$ cat src/ioe_pkg.sv
// constants and types shared by the i/o element block
package ioe_pkg;
   localparam int NUM_LINES    = 12;
   localparam int NUM_DED      = 6;
   localparam int NUM_IOE      = 4;
   localparam int NUM_GLOBAL   = 4;
   localparam int SRC_W        = 3;
   // peripheral control line slots
   localparam int SLOT_OE0     = 0;
   localparam int SLOT_CE0     = 6;
   localparam int SLOT_PERIPH_CLOCK    = 6;
   localparam int SLOT_OE6     = 7;
   localparam int SLOT_PERIPH_CLEAR    = 8;
   localparam int SLOT_OE7     = 9;
   localparam int SLOT_CLR1    = 10;
   localparam int SLOT_CLK1    = 11;
   localparam int SLOT_GLB0    = 6;
   localparam int SLOT_GLB1    = 7;
   localparam int SLOT_GLB2    = 9;
   localparam int SLOT_GLB3    = 11;
   // line source encodings
   localparam logic [2:0] SRC_ROW_CELL = 3'h6;
   localparam logic [2:0] SRC_COL_ROUTE = 3'h7;
   // io element clock select
   localparam logic [1:0] CLK_SEL_BUS0 = 2'h0;
   localparam logic [1:0] CLK_SEL_BUS1 = 2'h1;
   localparam logic [1:0] CLK_SEL_PIN0 = 2'h2;
   localparam logic [1:0] CLK_SEL_PIN1 = 2'h3;
   // io element clear select
   localparam logic [1:0] CLR_SEL_NONE = 2'h0;
   localparam logic [1:0] CLR_SEL_PERIPH_CLEAR = 2'h1;
   localparam logic [1:0] CLR_SEL_CLR1 = 2'h2;
   // clock enable select: 0..5 bus slots
   localparam logic [2:0] CE_SEL_CELL  = 3'h6;
   localparam logic [2:0] CE_SEL_ON    = 3'h7;
   // output enable select: 0..7 bus slots
   localparam logic [3:0] OE_SEL_CELL  = 4'h8;
   localparam logic [3:0] OE_SEL_ON    = 4'h9;
   // inversion mask bit positions
   localparam int INV_DATA     = 0;
   localparam int INV_CE       = 1;
   localparam int INV_OE       = 2;
   // reset values
   localparam logic IOE_REG_RST  = 1'b0;
   localparam logic CELL_REG_RST = 1'b0;

   typedef enum logic [1:0] {
      IOE_DIR_INPUT  = 2'h0,
      IOE_DIR_OUTPUT = 2'h1,
      IOE_DIR_BIDIR  = 2'h3
   } ioe_dir_type;

   typedef enum logic [2:0] {
      CELL_ASYNC_CLEAR     = 3'h0,
      CELL_ASYNC_PRESET    = 3'h1,
      CELL_CLEAR_PRESET    = 3'h2,
      CELL_LOAD_CLEAR      = 3'h3,
      CELL_LOAD_PRESET     = 3'h4,
      CELL_LOAD_ONLY       = 3'h5
   } ioe_cell_mode_type;
endpackage

$ cat src/ioe_pcb_if.sv
// peripheral control bus carried between the block's modules
interface ioe_pcb_if;
   import ioe_pkg::*;
   logic [NUM_LINES-1:0]  line;
   logic [NUM_GLOBAL-1:0] global_line;
   modport src  (output line, output global_line);
   modport sink (input line, input global_line);
endinterface

$ cat src/ioe_ctrl_bus.sv
// builds the twelve peripheral control lines from their sources
module ioe_ctrl_bus
   import ioe_pkg::*;
(
   input  wire logic [NUM_DED-1:0]         ded_in,
   input  wire logic [NUM_LINES-1:0]       row_cell_in,
   input  wire logic [NUM_LINES-1:0]       col_route_in,
   input  wire logic [NUM_LINES*SRC_W-1:0] line_src_sel,
   input  wire logic [NUM_LINES-1:0]       line_invert,
   ioe_pcb_if.src                          pcb
);
   genvar g;
   generate
      for (g = 0; g < NUM_LINES; g++) begin : g_line
         logic [SRC_W-1:0] sel;
         logic             raw;
         assign sel = line_src_sel[g*SRC_W +: SRC_W];
         always_comb begin
            // any dedicated input, a row's first logic cell or a column route
            if (sel == SRC_ROW_CELL)
               raw = row_cell_in[g];
            else if (sel == SRC_COL_ROUTE)
               raw = col_route_in[g];
            else
               raw = ded_in[sel];
         end
         // each polarity of one input costs its own line
         assign pcb.line[g] = raw ^ line_invert[g];
      end
   endgenerate

   assign pcb.global_line = {pcb.line[SLOT_GLB3], pcb.line[SLOT_GLB2],
                             pcb.line[SLOT_GLB1], pcb.line[SLOT_GLB0]};
endmodule

$ cat src/ioe_cell_reg.sv
// logic cell register with its clear, preset and load modes
module ioe_cell_reg
   import ioe_pkg::*;
(
   input  wire logic              clk,
   input  wire logic              sys_rst,
   input  wire logic              chip_rst,
   input  wire ioe_cell_mode_type mode,
   input  wire logic              ce,
   input  wire logic              d,
   input  wire logic              cell_data_input_three,
   input  wire logic              async_load_ctrl,
   input  wire logic              preset_ctrl_line,
   output logic                   q
);
   logic q_reg;
   logic store_reg;
   logic hold;
   logic force_val;
   logic force_en;

   // preset built from clear plus inversion: store holds the complement
   assign hold = (mode == CELL_LOAD_PRESET) ? ~q_reg : q_reg;

   always_comb begin
      force_en  = 1'b0;
      force_val = 1'b0;
      case (mode)
         CELL_ASYNC_CLEAR: begin
            force_en  = async_load_ctrl | preset_ctrl_line;
            force_val = 1'b0;
         end
         CELL_ASYNC_PRESET: begin
            force_en  = async_load_ctrl;
            force_val = 1'b1;
         end
         CELL_CLEAR_PRESET: begin
            force_en  = async_load_ctrl | preset_ctrl_line;
            force_val = ~preset_ctrl_line;
         end
         CELL_LOAD_CLEAR: begin
            force_en  = async_load_ctrl | preset_ctrl_line;
            force_val = ~preset_ctrl_line & cell_data_input_three;
         end
         CELL_LOAD_PRESET: begin
            // preset line wins, load line writes data
            force_en  = async_load_ctrl | preset_ctrl_line;
            force_val = preset_ctrl_line | cell_data_input_three;
         end
         CELL_LOAD_ONLY: begin
            // load drives preset and clear together
            force_en  = async_load_ctrl;
            force_val = cell_data_input_three;
         end
         default: begin
            force_en  = 1'b0;
            force_val = 1'b0;
         end
      endcase
   end

   // stored value kept inverted in load-with-preset mode
   always_ff @(posedge clk or posedge sys_rst) begin
      if (sys_rst)
         store_reg <= CELL_REG_RST;
      else if (chip_rst)
         store_reg <= CELL_REG_RST;
      else if (force_en)
         store_reg <= (mode == CELL_LOAD_PRESET) ? ~force_val : force_val;
      else if (ce)
         store_reg <= (mode == CELL_LOAD_PRESET) ? ~d : d;
   end

   // both stages cleared so no stale value follows a short chip reset
   always_ff @(posedge clk or posedge sys_rst) begin
      if (sys_rst)
         q_reg <= CELL_REG_RST;
      else if (chip_rst)
         q_reg <= CELL_REG_RST;
      else
         q_reg <= store_reg;
   end

   // output inversion undoes the stored complement; async path bypasses
   always_comb begin
      if (chip_rst)
         q = CELL_REG_RST;
      else if (force_en)
         q = force_val;
      else
         q = hold;
   end
endmodule

$ cat src/ioe_top.sv
// i/o elements with pin buffer, register and peripheral control bus
// What this block does
// - load-with-preset: preset line presets, load line loads, data inverted
// - load-only mode: load line forces third data input via preset and clear
// - each element: two-way pin buffer, one register, in/out/bidir
// - routed signals into an element may be inverted per signal
// - clock, clear, enable and output enable picked from twelve lines
// - lines give up to eight enables, six clock enables, two clocks, two clears
// - six lines are output enables; clock-enable lines double as others
// - logic cells can drive clock enable and output enable directly
// - element clock may also come from either dedicated clock pin
// - each line driven by dedicated input, row cell or column route
// - chip-wide reset clears every element register above all else
// - dedicated clock pin inversion is one setting for all elements
// - true and inverted use of one input takes two lines
// - six dedicated inputs feed global controls and data
// - chip-wide output enable low-active; inactive floats every pin
module ioe_top
   import ioe_pkg::*;
(
   input  wire logic                         clk,
   input  wire logic                         sys_rst,
   input  wire logic                         chip_rst,
   input  wire logic                         chip_oe_n,
   input  wire logic [NUM_DED-1:0]           ded_in,
   input  wire logic [1:0]                   ded_clk_pin,
   input  wire logic                         ded_clk_invert,
   input  wire logic [NUM_LINES-1:0]         row_cell_in,
   input  wire logic [NUM_LINES-1:0]         col_route_in,
   input  wire logic [NUM_LINES*SRC_W-1:0]   line_src_sel,
   input  wire logic [NUM_LINES-1:0]         line_invert,
   input  wire logic [NUM_IOE*2-1:0]         ioe_dir,
   input  wire logic [NUM_IOE-1:0]           ioe_reg_is_input,
   input  wire logic [NUM_IOE-1:0]           ioe_reg_used,
   input  wire logic [NUM_IOE*2-1:0]         ioe_clk_sel,
   input  wire logic [NUM_IOE*2-1:0]         ioe_clr_sel,
   input  wire logic [NUM_IOE*3-1:0]         ioe_ce_sel,
   input  wire logic [NUM_IOE*4-1:0]         ioe_oe_sel,
   input  wire logic [NUM_IOE*3-1:0]         ioe_invert,
   input  wire logic [NUM_IOE-1:0]           ioe_row_data,
   input  wire logic [NUM_IOE-1:0]           ioe_cell_ce,
   input  wire logic [NUM_IOE-1:0]           ioe_cell_oe,
   input  wire logic [NUM_IOE-1:0]           pin_in,
   output logic [NUM_IOE-1:0]                pin_out,
   output logic [NUM_IOE-1:0]                pin_oe,
   output logic [NUM_IOE-1:0]                ioe_to_row,
   output logic [NUM_GLOBAL-1:0]             global_distribution_line,
   input  wire ioe_cell_mode_type            cell_mode,
   input  wire logic                         cell_ce,
   input  wire logic                         cell_d,
   input  wire logic                         cell_data_input_three,
   input  wire logic                         async_load_ctrl,
   input  wire logic                         preset_ctrl_line,
   output logic                              cell_q
);
   ioe_pcb_if pcb ();

   ioe_ctrl_bus u_bus (
      .ded_in       (ded_in),
      .row_cell_in  (row_cell_in),
      .col_route_in (col_route_in),
      .line_src_sel (line_src_sel),
      .line_invert  (line_invert),
      .pcb          (pcb)
   );

   ioe_cell_reg u_cell (
      .clk                   (clk),
      .sys_rst               (sys_rst),
      .chip_rst              (chip_rst),
      .mode                  (cell_mode),
      .ce                    (cell_ce),
      .d                     (cell_d),
      .cell_data_input_three (cell_data_input_three),
      .async_load_ctrl       (async_load_ctrl),
      .preset_ctrl_line      (preset_ctrl_line),
      .q                     (cell_q)
   );

   assign global_distribution_line = pcb.global_line;

   // shared slot views of the bus: six pure enables, six dual-use
   logic [7:0] output_enable_slot;
   logic [5:0] clock_enable_slot;
   logic [1:0] periph_clock;
   logic [1:0] periph_clear;
   logic [1:0] ded_clk_eff;

   always_comb begin
      output_enable_slot = {pcb.line[SLOT_OE7], pcb.line[SLOT_OE6],
                            pcb.line[SLOT_OE0 +: 6]};
      clock_enable_slot  = pcb.line[SLOT_CE0 +: 6];
      periph_clock       = {pcb.line[SLOT_CLK1], pcb.line[SLOT_PERIPH_CLOCK]};
      periph_clear       = {pcb.line[SLOT_CLR1], pcb.line[SLOT_PERIPH_CLEAR]};
   end

   // one polarity setting serves every element
   assign ded_clk_eff = ded_clk_pin ^ {2{ded_clk_invert}};

   genvar g;
   generate
      for (g = 0; g < NUM_IOE; g++) begin : g_ioe
         logic [1:0]  clk_sel;
         logic [1:0]  clr_sel;
         logic [2:0]  ce_sel;
         logic [3:0]  oe_sel;
         logic [2:0]  inv;
         ioe_dir_type dir;
         logic        sel_clk;
         logic        sel_clr;
         logic        sel_ce;
         logic        sel_oe;
         logic        row_d;
         logic        clk_prev_reg;
         logic        clk_rise;
         logic        q_reg;
         logic        to_row_reg;
         logic        drive;

         assign clk_sel = ioe_clk_sel[g*2 +: 2];
         assign clr_sel = ioe_clr_sel[g*2 +: 2];
         assign ce_sel  = ioe_ce_sel[g*3 +: 3];
         assign oe_sel  = ioe_oe_sel[g*4 +: 4];
         assign inv     = ioe_invert[g*3 +: 3];
         assign dir     = ioe_dir_type'(ioe_dir[g*2 +: 2]);

         // per-signal inversion of routed inputs
         assign row_d = ioe_row_data[g] ^ inv[INV_DATA];

         // controls chosen from the shared bus
         always_comb begin
            case (clk_sel)
               CLK_SEL_BUS0: sel_clk = periph_clock[0];
               CLK_SEL_BUS1: sel_clk = periph_clock[1];
               CLK_SEL_PIN0: sel_clk = ded_clk_eff[0];
               CLK_SEL_PIN1: sel_clk = ded_clk_eff[1];
               default:      sel_clk = periph_clock[0];
            endcase
         end

         always_comb begin
            case (clr_sel)
               CLR_SEL_PERIPH_CLEAR: sel_clr = periph_clear[0];
               CLR_SEL_CLR1: sel_clr = periph_clear[1];
               default:      sel_clr = 1'b0;
            endcase
         end

         always_comb begin
            // a logic cell may bypass the bus for enables
            if (ce_sel == CE_SEL_CELL)
               sel_ce = ioe_cell_ce[g] ^ inv[INV_CE];
            else if (ce_sel == CE_SEL_ON)
               sel_ce = 1'b1;
            else
               sel_ce = clock_enable_slot[ce_sel] ^ inv[INV_CE];
         end

         always_comb begin
            if (oe_sel == OE_SEL_CELL)
               sel_oe = ioe_cell_oe[g] ^ inv[INV_OE];
            else if (oe_sel == OE_SEL_ON)
               sel_oe = 1'b1;
            else if (oe_sel < OE_SEL_CELL)
               sel_oe = output_enable_slot[oe_sel[2:0]] ^ inv[INV_OE];
            else
               sel_oe = 1'b0;
         end

         // selected clock is a level here; its rising edge is found
         // against clk, so it must be no faster than half of clk
         always_ff @(posedge clk or posedge sys_rst) begin
            if (sys_rst)
               clk_prev_reg <= 1'b0;
            else
               clk_prev_reg <= sel_clk;
         end
         assign clk_rise = sel_clk & ~clk_prev_reg;

         // register serves input or output path
         always_ff @(posedge clk or posedge sys_rst) begin
            if (sys_rst)
               q_reg <= IOE_REG_RST;
            else if (chip_rst)
               q_reg <= IOE_REG_RST;
            else if (sel_clr)
               q_reg <= IOE_REG_RST;
            else if (clk_rise && sel_ce)
               q_reg <= ioe_reg_is_input[g] ? pin_in[g] : row_d;
            else
               q_reg <= q_reg;
         end

         // data toward the row: registered pin or pin sampled each clk
         always_ff @(posedge clk or posedge sys_rst) begin
            if (sys_rst)
               to_row_reg <= 1'b0;
            else if (dir == IOE_DIR_OUTPUT)
               to_row_reg <= 1'b0;
            else if (ioe_reg_used[g] && ioe_reg_is_input[g])
               to_row_reg <= q_reg;
            else
               to_row_reg <= pin_in[g];
         end
         assign ioe_to_row[g] = to_row_reg;

         // input, output or bidirectional buffer
         always_comb begin
            case (dir)
               IOE_DIR_OUTPUT: drive = 1'b1;
               IOE_DIR_BIDIR:  drive = sel_oe;
               default:        drive = 1'b0;
            endcase
         end

         // chip-wide enable released floats all pins
         assign pin_oe[g]  = drive & ~chip_oe_n;
         assign pin_out[g] = (ioe_reg_used[g] && !ioe_reg_is_input[g])
                             ? q_reg : row_d;
      end
   endgenerate
endmodule

$ cat config.mk
export PLATFORM = sky130hd
export DESIGN_NAME = ioe_top
export DESIGN_NICKNAME = d
export VERILOG_FILES = /design/src/ioe_pkg.sv /design/src/ioe_pcb_if.sv /design/src/ioe_ctrl_bus.sv /design/src/ioe_cell_reg.sv /design/src/ioe_top.sv
export SDC_FILE = /design/constraint.sdc
export NUM_CORES = 1
export LEC_CHECK = 0
export BUFFER_PORTS_ARGS = -buffer_cell sky130_fd_sc_hd__buf_2
export CORE_UTILIZATION = 44
export DETAILED_ROUTE_END_ITERATION = 7
export PLACE_DENSITY = 0.81
export SYNTH_ARGS = -nofsm -noshare
export SYNTH_HDL_FRONTEND = slang
export SYNTH_HIERARCHICAL = 1
export SYNTH_SLANG_ARGS = --single-unit
$ cat constraint.sdc
create_clock -name clk -period 2.9 [get_ports clk]
set_input_delay 0.29 -clock clk [delete_from_list [all_inputs] [get_ports clk]]
set_output_delay 0.29 -clock clk [all_outputs]
set_load 0.02 [all_outputs]
-- After elaboration in Yosys (flattened, before gate mapping)
Index checks and enable logic that the tools add are counted.
W data, S select, Z words.
- output and inout port bits: 17
- register bits after elaboration: 14
- bits in writable memories: 0
- memories: 0
- bits in latches: 0
- input port bits: 181
- memory bits (read-only): 0
- mux-type cells: 135
- add/sub/neg operators: 0
- equality and inequality tests: 73
- multipliers: 0
- reductions and logical operators: 28
- bitwise gates (word level): 53
- shift-type cells: 0
- div/mod/pow operators: 0
- $lt $le $gt $ge: 24
- operators with widths (kind ; number):
    $eq A3 B3 Y1 const B ; 34
    $mux W1 ; 101
    $lt A3 B4 Y1 const B ; 20
    $bmux W1 S3 ; 20
    $eq A2 B2 Y1 const B ; 16
    $eq A4 B4 Y1 const B ; 8
    $xor A1 B1 Y1 ; 32
    $eq A2 B1 Y1 const B ; 12
    $pmux W1 S2 ; 9
    $lt A4 B4 Y1 const B ; 4
    $pmux W1 S4 ; 4
    $reduce_bool A3 Y1 ; 5
    $logic_and A1 B1 Y1 ; 12
    $and A1 B1 Y1 ; 9
    $not A1 Y1 ; 9
    $logic_not A2 Y1 ; 4
    $eq A3 B2 Y1 const B ; 2
    $pmux W1 S5 ; 1
    $logic_not A1 Y1 ; 4
    $reduce_or A4 Y1 ; 1
    $eq A3 B1 Y1 const B ; 1
    $logic_not A3 Y1 ; 1
    $or A1 B1 Y1 ; 2
    $reduce_or A2 Y1 ; 1
    $xor A2 B2 Y2 ; 1

-- Logic depth before layout (Yosys ltp)
Gate-level depths: netlist (run 1).
- depth in word-level cells: 14
- mapped depth: 10

-- Hierarchy
The synthesis (run 1) kept the hierarchy.
- modules (own cells, without submodules) (module ; area each (um^2) ; times used ; cells an instance ; sequential area each (um^2)):
    ioe_top ; 1754.2 ; 1 ; 185 ; 300.3
    ioe_ctrl_bus ; 1039.7 ; 1 ; 94 ; 0.0
    ioe_cell_reg ; 250.2 ; 1 ; 30 ; 50.0

-- Least setup slack after synthesis (run 1)
OpenSTA, ideal clock, no wires.
- path type: input -> output
- start point: input line_src_sel[21]
- end point: output pin_oe[0]
- slack: 0.033 ns
- cell stages on the path: 10
- buffers on the path: 2
- arrival: 2.577 ns
- cell sequence: buf_4 -> mux2i_1 -> mux4_2 -> xnor2_1 -> buf_4 -> mux4_1 -> mux2i_1 -> xor2_1 -> o211ai_1 -> and3b_1
- longest elaborated chain between the ends: 13
- elaborated cells between the ends (all ways): 15
- those cells by class: 2 x eq/ne; 10 x mux; 3 x bitwise
- RTL lines (element ; RTL line ; source):
    start: declaration ; ioe_top.sv:30 ; input wire logic [NUM_LINES*SRC_W-1:0] line_src_sel,
    $bmux W1 S3 ; ioe_ctrl_bus.sv:25 ; raw = ded_in[sel];
    $mux W1 (not written as such) ; ioe_ctrl_bus.sv:25 ;
    $mux W1 ; ioe_ctrl_bus.sv:22 ; else if (sel == SRC_COL_ROUTE)
    $mux W1 (*) ; ioe_ctrl_bus.sv:20 ; if (sel == SRC_ROW_CELL)
    $xor A1 B1 Y1 (*) ; ioe_ctrl_bus.sv:28 ; assign pcb.line[g] = raw ^ line_invert[g];
    net global_distribution_line[1] ; ioe_top.sv:47 ; output logic [NUM_GLOBAL-1:0] global_distribution_line,
    $bmux W1 S3 (*) ; ioe_top.sv:165 ; sel_oe = output_enable_slot[oe_sel[2:0]] ^ inv[INV_OE];
    $mux W1 (not written as such) (*) ; ioe_top.sv:165 ;
    $xor A1 B1 Y1 (*) ; ioe_top.sv:165 ;
    $mux W1 (*) ; ioe_top.sv:164 ; else if (oe_sel < OE_SEL_CELL)
    $mux W1 (*) ; ioe_top.sv:162 ; else if (oe_sel == OE_SEL_ON)
    $mux W1 (*) ; ioe_top.sv:160 ; if (oe_sel == OE_SEL_CELL)
    $pmux W1 S2 (*) ; ioe_top.sv:209 ; case (dir)
    $and A1 B1 Y1 (*) ; ioe_top.sv:217 ; assign pin_oe[g] = drive & ~chip_oe_n;
    end: declaration ; ioe_top.sv:45 ; output logic [NUM_IOE-1:0] pin_oe,
The timed path passes the listed nets; every way through them passes the cells marked *. The select of a mux whose other input is x is not followed.

-- Worst setup path in the final report (run 1)
- start point: input ded_in[5]
- end point: output pin_oe[1]
- longest elaborated chain between the ends: 13
- elaborated cells between the ends (all ways): 48
- those cells by class: 38 x mux; 10 x bitwise
- RTL lines (element ; RTL line ; source):
    start: declaration ; ioe_top.sv:25 ; input wire logic [NUM_DED-1:0] ded_in,
    $bmux W1 S3 ; ioe_ctrl_bus.sv:25 ;
    $mux W1 (not written as such) ; ioe_ctrl_bus.sv:25 ;
    $mux W1 ; ioe_ctrl_bus.sv:22 ;
    $mux W1 ; ioe_ctrl_bus.sv:20 ;
    $xor A1 B1 Y1 ; ioe_ctrl_bus.sv:28 ;
    net pcb.line[1] ; ioe_pcb_if.sv:4 ; logic [NUM_LINES-1:0] line;
    $bmux W1 S3 ; ioe_top.sv:165 ;
    $mux W1 (not written as such) ; ioe_top.sv:165 ;
    $xor A1 B1 Y1 ; ioe_top.sv:165 ;
    $mux W1 ; ioe_top.sv:164 ;
    $mux W1 ; ioe_top.sv:162 ;
    $mux W1 ; ioe_top.sv:160 ;
    $pmux W1 S2 ; ioe_top.sv:209 ;
    $and A1 B1 Y1 ; ioe_top.sv:217 ;
The timed path passes the listed nets, and every way through them passes these cells. The select of a mux whose other input is x is not followed.

==> results of run 1 <==
[cell usage after synthesis (4+ instances only)]
master,n
mux2i_1,60
o211ai_1,4
nand2b_1,6
inv_1,26
nand4_1,4
a311oi_1,8
mux2_2,4
mux4_1,4
a21oi_1,17
a22oi_1,4
buf_4,21
a31oi_1,5
a31o_1,4
buf_6,5
nor2b_1,11
xor2_1,25
ha_1,8
o21ai_0,5
xnor2_1,16
nor4b_1,4
nor2_1,9
a211oi_1,5
mux4_2,20
dfrtp_1,14
[final cells by class]
type	count	area, sq um	area share [%]
timing repair buffer	216	1170	28.1
antenna	1	2.50	0.0598
tap	77	96.3	2.30
multi-input combinational	242	2420	57.9
sequential	14	350	8.37
inverter	26	97.6	2.33
clock buffer	3	41.3	0.987
[repair_timing]
| action | 4_1_cts | 5_1_grt |
|---|---|---|
| hold endpoints to repair | 2 | 0 |
| endpoints found under the setup margin | 3 | 3 |
| hold buffers | 1 | 0 |
| buffers inserted | 0 | 4 |
| pin swaps | 4 | 8 |
| gates resized for setup | 8 | 15 |
[through the flow]
stage	TNS [ns]	hold WS [ns]
2_1_floorplan	0	0.0312
3_3_place_gp	-0.0191	0.153
3_5_place_dp	-0.128	0.154
4_1_cts	0	0.245
5_1_grt	-0.0336	0.258
6_report	0	0.247
[cells by family (layout without fill, tap and decap cells)]
logic type,after synthesis,in the layout
mux,88,88
other cells,0,1
simple gates,45,45
compound gates,60,60
buf+inv,53,245
fa+ha+maj,8,8
xor+xnor,41,41
flops,14,14
[metal layers]
| metal | GRT usage, % | vias up | wire, microns |
|---|---|---|---|
| li1 | - | 1540 | - |
| met1 | 31.0 | 1533 | 3790 |
| met2 | 48.4 | 163 | 5190 |
| met3 | 3.31 | 20 | 621 |
| met4 | 8.32 | 0 | 276 |
| met5 | 0 | - | 0 |
[power breakdown]
group / leakage, uW / switching [uW] / internal, uW
combinational: 0.00195 / 381 / 414
clock: 0.0000216 / 70.4 / 91.9
sequential: 0.000177 / 6.42 / 216
total: 0.00215 / 458 / 722
[worst max-delay path by stage]
stage	from	to	slack, ns	cells after the start
after floorplan	line_src_sel[21]	pin_oe[0]	0.03	10
after global placement	ded_in[4]	pin_oe[0]	-0.01	11
after detailed placement	ded_in[4]	pin_oe[2]	-0.05	11
after CTS	ded_in[5]	pin_oe[1]	0.008	11
after global routing	ded_in[5]	pin_oe[1]	-0.02	11
final	ded_in[5]	pin_oe[1]	0.05	11
==> impl_results.md, run 1 <==
- Status: complete, but fails checks
- Failing checks: design-rule violations
- Ys Warns: 6
- CTS root buffer: clkbuf_8
- Via count: around 3300
- Clk slew on worst S/H paths: approximately 0.060 ns
- Drt total wl: 9880 microns
- WP buf/inv: 3
- Max stage delay on crit path: 0.53 ns
- Vias in the first global route: 3249
- CP Cell Sequence: buf_4, buf_6, mux2i_1, mux4_2, xnor2_2, mux4_2, mux2i_1, xor2_1, o211ai_1, and3b_1, buf_4
- Slowest cell on the critical path: mux4_2
- # setup viols final: 0
- Clock tree sinks: 14
- Final WS setup: around 0.054 ns
- Post-synth EDFFs: 0
- DP Wirelength: 8350 microns
- Starting DRT DRC Count: 115
- Min-Delay Endpoint: g_ioe[3].to_row_reg
- Commonest cells after routing, fill and taps aside: buf_2 (189), mux2i_1 (60), inv_1 (26), xor2_1 (25), mux4_2 (24)
- Synth area leader: mux2i_1
- # DRC: 1
- Final worst path period share: a little over nine tenths
- Die width: 85.2 microns
- Post-Synthesis Cells: 309
- HP Class: primary input to register
- Sequential area share after synthesis: 11.5%
- Ranking of synthesized cells by area: mux2i_1 (20%), mux4_2 (15%), dfrtp_1 (12%)
- CTS buffer count: 3
- Worst reg2reg startpoint: g_ioe[1].clk_prev_reg
- Layout cells sized above 1: 51.3%
- Largest family of logic cells by synthesized area: multiplexers
- Yosys top cell area share: 19.7%
- Fin util: roughly 64%
- Cell Area, Synth: between 3000 and 4000 sq um
- Worst slew margin: 65.9%
- Max Clk Rate: 351 MHz
- Maxcap violations: 0
- Clk buf depth: 2
- Die ar.: 7250 sq um
- Synth Register Bits: 14
- Initial antenna violation count: 1
- Mux cell area share after synthesis: between 30% and 40%
- Delay-heaviest family, CP: multiplexers
- Synth Area in Compound Gates: 14.1%
- R2r worst-path depth: 3
- Fill cell count: 549
- Post-layout min period: 2.85 ns
- Critical path class: primary input to output port
- Reg2reg setup slack: 1.78 ns
- CP Data Arrival Time: between 2 and 3 ns
- Simple-gate share of the synthesized area: 9.41%
- Non-Filler Instances: 579
- Total GRT Usage: 26.0%
- Area growth from synthesis to layout: 37.5%
- Critical path peak fanout: 6
- Setup crit end kind: output port
- Final instance area: 4190 sq um
- GP Congestion: 0.927
- Num rows: 29
- Latest clock arrival within the worst-skew pair: 0.24 ns
- Placed Instances: between 500 and 600
- Worst slew pin tran: about 0.51 ns
- Total core area: approximately 6500 sq um
- Commonest non-fill, non-tap cell in the layout: buf_2
- Post-synth net total: approximately 500
- Pre-CTS WS: -0.0534 ns
- Slew Limit Fails: 0
- CTS tree: done
- First-pass GRT wire length: between 15000 and 20000 microns
- Overall Power: roughly 1200 uW
- Yosys cell types: 41
- Clock skew: 0.00276 ns
- Post-synth top flop: dfrtp_1
- Avg Inst Size Synth: 9.85 sq um
- Largest net degree at the start of global routing: 13
- Via density: around 5.6
- Per-cell routed wire length: 17.1 microns
- Maximum VDD drop: ~0.00014 V
- H-Tree Depth: 1
- I/O pins: 198
- Lkg Pwr: about 0.0021 uW
- Crit Reg-Reg Endpoint: g_ioe[1].q_reg
- Pwr dens: around 280 nW/um^2
- Worst setup SP type: primary input
- Post-route ant nets: 0
- Cell Area, Placed: between 4000 and 5000 sq um
- Post-Synth XOR/XNOR Area: 11.8%
- Starting Density: a little under half
- WP data required: 2.61 ns
- Chip height: approximately 85 microns
- Hold path cells: 2
- Synth Area in Adders: under 10%
- Fraction of registers with async set/reset: 100%
- Drt first pass iters: 8
- Hold_sp: ioe_reg_used[3]
- Buffers on Ports: 197
- Hold Vio Cnt, Final: 0
- Total grt overflow: 0
- Nets: 692
Power figures use the tool's default switching activity.
==> inputs of run 2 (changes only) <==
--- a/config.mk
+++ b/config.mk
@@ -5,8 +5,9 @@
 export SDC_FILE = /design/constraint.sdc
 export NUM_CORES = 1
 export LEC_CHECK = 0
+export ABC_AREA = 1
 export BUFFER_PORTS_ARGS = -buffer_cell sky130_fd_sc_hd__buf_2
-export CORE_UTILIZATION = 44
+export CORE_UTILIZATION = 46
 export DETAILED_ROUTE_END_ITERATION = 7
 export PLACE_DENSITY = 0.81
 export SYNTH_ARGS = -nofsm -noshare
==> impl_results.md, run 2 <==
- Latest clock arrival within the worst-skew pair: around 0.24 ns
- Max Clk Rate: 422 MHz
- CTS buffer count: 3
- Initial antenna violation count: 0
- Gr busiest metal: met2
- Clock skew: 0.00152 ns
- # DRC: 0
- Per-cell routed wire length: 12.1 microns
- Chip height: 89.2 microns
- Internal Dissipation: slightly below 600 uW
- Final TNS setup: 0 ns
- Delay-heaviest family, CP: simple AND/OR/NAND/NOR gates
- CP Data Arrival Time: 2.08 ns
- Worst slew pin tran: 0.517 ns
- CP Cell Sequence: buf_2, nand2_1, nand3_1, nand3b_1, nand2_1, nand2_1, nand2_1, inv_2, nand2_1, nand3_1, nand3_1, nand2_1, nand2_1, nand3_1, nand2_1, nand2_1, a21oi_1, buf_2
- CP most frequent cell: nand2_1
- Drt first pass iters: 7
- Max stage delay on crit path: 0.24 ns
- Worst hold slack: ~0.28 ns
- Post-Synthesis Cells: 678
- Synth area leader: nand2_1
- H-Tree Depth: 1
- Buffers on Ports: 197
- Hold_buf cts: 1
- Slew Limit Fails: 0
- CTS tree: done
- Starting Density: 48.0%
- Placed Instances: 957
- Slowest cell on the critical path: buf_2
- Critical path peak fanout: 12
- Fill cell count: 720
- Clk network pwr share: about 15%
- Hold Vio Cnt, Final: 0
- Vias in the first global route: 4411
- Total core area: 7290 sq um
- Setup crit end kind: output port
- Critical path class: primary input to output port
- Clock tree sinks: 14
- Total grt overflow: 0
- Yosys cell types: 33
- Worst slew margin: 65.5%
- Post-CTS setup repair buffer count: 0
- Total GRT Usage: between 20% and 30%
- Switch Pwr: 512 uW
- Worst setup SP type: primary input
- Crit path to: pin_oe[3]
- Worst setup path startpoint: ded_in[1]
- FF/Latch Area: 350 sq um
- Seq pwr share: 20.4%
- HP Class: primary input to register
- Final worst path period share: 81.6%
- Sequential area share after synthesis: around 10%
- Post_cts resized: 0
- First-pass GRT wire length: roughly 18000 microns
- Commonest non-fill, non-tap cell in the layout: nand2_1
- Starting DRT DRC Count: 242
- GRT met1 Usage: 32.0%
- R2r worst-path depth: 6
- Status: complete, no violations
- WP buf/inv: 3
- Cell Area, Placed: ~4500 sq um
- Largest net degree at the start of global routing: 13
- Worst reg2reg startpoint: g_ioe[1].clk_prev_reg
- Via density: 5.11
- Num rows: 31
- N_diodes: 0
- Commonest cells after routing, fill and taps aside: nand2_1 (261), buf_2 (197), nand3_1 (122), inv_1 (104), nor2_1 (34)
- CTS root buffer: clkbuf_8
- Crit Reg-Reg Endpoint: g_ioe[1].q_reg
- Die width: 89.2 microns
- Maxcap violations: 0
- Maximum VDD drop: 0.000109 V
- Ys Warns: 6
- Post-synth top flop: dfrtp_1
- Final instance area: around 4500 sq um
- Synth top cells by count: nand2_1 (261), nand3_1 (122), inv_1 (104), nor2_1 (34), a21oi_1 (22)
- Post-synth EDFFs: 0
- Drt total wl: between 10000 and 15000 microns
- Layout cells sized above 1: 27.1%
- Non-Filler Instances: 961
- Hold path cells: 2
- Cell Area, Synth: ~3500 sq um
- Overall Power: 1100 uW
- # setup viols final: 0
- Area of the multi-input gates: 2550 sq um
- Area growth from synthesis to layout: 29.3%
- Reg2reg setup slack: 1.97 ns
- Nets: between 1000 and 1500
- Lkg Pwr: 0.00285 uW
- I/O pins: 198
- Switching Fraction: between 40% and 50%
- Clk slew on worst S/H paths: 0.06 ns
- Fraction of registers with async set/reset: 100%
- Critical path depth: 18
- DP Wirelength: approximately 9800 microns
- Post-route ant nets: 0
- Via count: 4907
- Met2 GRT Util: 52.3%
- RSZ-0062 raised after global routing: no
- Clk buf depth: 2
- Yosys top cell area share: 28.0%
- Synth Register Bits: 14
- Top-count cell post-synth: nand2_1
- Post-layout min period: 2.37 ns
- Avg Inst Size Synth: 5.16 sq um
- Met3 GRT Util: 3.88%
- WP data required: 2.61 ns
- Ranking of synthesized cells by area: nand2_1 (28%), nand3_1 (17%), inv_1 (11%)
- Die ar.: approximately 8000 sq um
- GP Congestion: approximately 0.91
- Pwr dens: 243 nW/um^2
- Comb power frac: between 60% and 70%
- Post-synth net total: around 870
==> run 2: cell count changes after synthesis, sizes merged, moves of 8 or more <==
cell    previous run  this run
mux2i             60         0
nor2               9        36
nand2              1       269
buf               26        17
inv               26       113
nor2b             12         0
nand3b             2        17
mux4              24         0
xor2              25         6
nand3              0       131
xnor2             16         8
==> run 2: per-stage QoR <==
step | setup slack, ns | util, %
after floorplan | 0.700 | -
after CTS | 0.553 | 62.0
after detailed placement | 0.563 | 61.3
after global placement | 0.670 | 61.3
after global routing | 0.287 | 62.0
final | 0.532 | 62.0
==> run 2: area by class of cell <==
type	instances	share of cell area [%]
sequential	14	7.74
multi-input combinational	528	56.4
tap	99	2.74
clock buffer	3	0.913
inverter	119	10.2
timing repair buffer	198	22.0
==> run 2: logic make-up (layout without fill, tap and decap cells) <==
family          after synthesis  count (layout)  share of synthesized area [%]
mux                           2               2                          0.644
xor+xnor                     14              14                           3.51
fa+ha+maj                     8               8                           2.86
simple gates                457             457                           58.0
flops                        14              14                           10.0
buf+inv                     136             320                           17.1
compound gates               47              47                           7.90
==> run 2: worst reg2reg max path, delay by kind of cell (launching register included) <==
family / cells / cell delay (ns)
buffers and inverters: 1 / 0.05
AOI/OAI and AO/OA: 1 / 0.17
and+or+nand+nor: 4 / 0.24
DFF: 1 / 0.36
==> run 2: worst min-delay path by stage <==
stage                              startpoint                   to  slack, ns
after floorplan                       sys_rst         u_cell/q_reg       0.03
after global placement                sys_rst     u_cell/store_reg       0.15
after detailed placement              sys_rst     u_cell/store_reg       0.15
after CTS                 ioe_reg_is_input[0]  g_ioe[0].to_row_reg       0.29
after global routing          ioe_reg_used[0]  g_ioe[0].to_row_reg       0.30
final                     ioe_reg_is_input[0]  g_ioe[0].to_row_reg       0.28
==> run 2: routing by layer <==
metal	wire length (microns)	vias up
li1	-	2508
met1	4710	2171
met2	5780	198
met3	778	30
met4	344	0
met5	0	-
==> run 2: power by group through the flow <==
stage / Combinational (uW) / Clock, uW / Sequential, uW
floorplan: 445 / 0 / 225
global placement: 675 / 0 / 227
detailed placement: 698 / 0 / 228
CTS: 702 / 166 / 224
global route: 799 / 175 / 226
finish: 707 / 167 / 224
==> inputs of run 3 (changes only) <==
--- a/config.mk
+++ b/config.mk
@@ -5,9 +5,9 @@
 export SDC_FILE = /design/constraint.sdc
 export NUM_CORES = 1
 export LEC_CHECK = 0
-export ABC_AREA = 1
+export ABC_AREA = 0
 export BUFFER_PORTS_ARGS = -buffer_cell sky130_fd_sc_hd__buf_2
-export CORE_UTILIZATION = 46
+export CORE_UTILIZATION = 44
 export DETAILED_ROUTE_END_ITERATION = 7
 export PLACE_DENSITY = 0.81
 export SYNTH_ARGS = -nofsm -noshare
==> constraint.sdc (replaced) <==
create_clock -name clk -period 2.2 [get_ports clk]
set_input_delay 0.22 -clock clk [delete_from_list [all_inputs] [get_ports clk]]
set_output_delay 0.22 -clock clk [all_outputs]
set_load 0.02 [all_outputs]
==> impl_results.md, run 3 (synthesis gave the netlist of run 1 again) <==
- Final WS setup: -0.518 ns
- Clk slew on worst S/H paths: 0.06 ns
- Critical path class: primary input to output port
- WP data required: 1.98 ns
- DP Wirelength: roughly 8000 microns
- Total grt overflow: 0
- Fin util: 67.8%
- Starting DRT DRC Count: 125
- Die width: 85.2 microns
- Maximum VDD drop: 0.000201 V
- Drt total wl: 9570 microns
- Buffers on Ports: 197
- Post-route ant nets: 0
- CP Data Arrival Time: 2.50 ns
- Commonest cells after routing, fill and taps aside: buf_2 (181), mux2i_1 (58), inv_1 (26), xor2_1 (25), mux4_2 (24)
- Pwr dens: 381 nW/um^2
- Total core area: around 6500 sq um
- N_diodes: 0
- HP Class: primary input to register
- Reg2reg setup slack: roughly 1.2 ns
- Critical path peak fanout: 4
- Initial antenna violation count: 0
- Nets: 694
- H-Tree Depth: 1
- WP buf/inv: 2
- Via count: roughly 3200
- Largest net degree at the start of global routing: 13
- # DRC: 1
- Chip height: 85.2 microns
- Via density: 5.57
- I/O pins: 198
- Clk buf depth: 2
- Post-layout min period: around 2.7 ns
- Delay-heaviest family, CP: multiplexers
- Worst slew pin tran: between 0.5 and 0.6 ns
- Worst setup SP type: primary input
- Pre-CTS WS: -0.573 ns
- First-pass GRT wire length: 14600 microns
- Status: complete, but fails checks
- GP Congestion: 0.867
- Worst hold slack: 0.186 ns
- Drt first pass iters: 8
- CTS tree: done
- Failing checks: design-rule violations, negative setup slack
- Final worst path period share: 124%
- CP Cell Sequence: buf_8, mux2i_2, mux4_2, xnor2_2, mux4_2, mux2i_1, xor2_1, o211ai_1, and3b_2, buf_6
- Final TNS setup: -1.91 ns
- Max Clk Rate: 368 MHz
- Area growth from synthesis to layout: 44.6%
- Starting Density: 46.9%
- Slowest cell on the critical path: mux4_2
- Commonest non-fill, non-tap cell in the layout: buf_2
- Hold Vio Cnt, Final: 0
- Maxcap violations: 0
- CTS buffer count: 3
- Lkg Pwr: roughly 0.0022 uW
- Worst slew margin: 64.9%
- Per-cell routed wire length: around 16 microns
- # setup viols final: 4
- Clock tree sinks: 14
- Slew Limit Fails: 0
- Setup crit end kind: output port
- Die ar.: 7250 sq um
- Layout cells sized above 1: 54.4%
- Vias in the first global route: 3283
- CP most frequent cell: mux4_2
- Num rows: 29
- Clock skew: 0.00245 ns
- Max stage delay on crit path: between 0.5 and 0.6 ns
- Total GRT Usage: 25.1%
- CTS root buffer: clkbuf_8
- RSZ-0062 raised after global routing: yes
- Latest clock arrival within the worst-skew pair: 0.24 ns
==> run 3: changes by cell type in the layout (fill, tap and decap cells not counted), moves of 11 or more <==
cell | before | now
mux4_2 | 0 | 24
nor2b_1 | 0 | 11
xor2_1 | 6 | 25
inv_1 | 104 | 26
nand3_1 | 122 | 0
mux2i_1 | 0 | 58
nand3b_1 | 17 | 2
buf_4 | 0 | 16
nand2_1 | 261 | 1
nor2_1 | 34 | 9
buf_2 | 197 | 181
buf_6 | 0 | 18
==> run 3: what timing repair did <==
item / in CTS / in global routing
gates resized for setup: 31 / 22
hold buffers: 1 / 0
pin swaps: 14 / 7
setup buffers: 4 / 1
hold endpoints to repair: 2 / 0
endpoints found under the setup margin: 8 / 8
==> run 3: final timing paths <==
path                       depth (start not counted)                   from             end
setup / recovery                                  10        line_src_sel[9]       pin_oe[0]
hold / removal                                     2               chip_rst    u_cell/q_reg
setup reg to reg                                   3  g_ioe[2].clk_prev_reg  g_ioe[2].q_reg
hold reg to reg                                    1       u_cell/store_reg    u_cell/q_reg
max in group asynchronous                          3                sys_rst  g_ioe[3].q_reg
min in group asynchronous                          3                sys_rst    u_cell/q_reg
==> run 3: area by class of cell <==
type                    count  area, sq um
multi-input cells         242         2530
fillers                   510         2090
repair buffers            218         1270
flip-flops and latches     14          350
inverters                  26         97.6
well taps                  77         96.3
clock buffers               4         55.1
==> run 3: routing by layer <==
layer / part of all wire, % / GRT usage, %
met1: 38 / 28.8
met4: 2.3 / 7.70
met2: 53 / 46.5
met3: 6.9 / 5.35
met5: 0 / 0
==> run 3: power breakdown <==
part           internal [uW]  switching, uW  total [uW]  leakage, uW
Combinational            604            526        1130      0.00202
Clock                    158           95.8         254    0.0000288
Sequential               284           7.90         292     0.000177
Total                   1050            630        1680      0.00223
==> run 3: per-stage QoR <==
step	total power (uW)	instances	cell area (sq um)
floorplan	975	309	3160
global placement	1290	572	4110
detailed placement	1330	572	4110
CTS	1630	580	4300
global route	1790	581	4400
finish	1680	581	4400
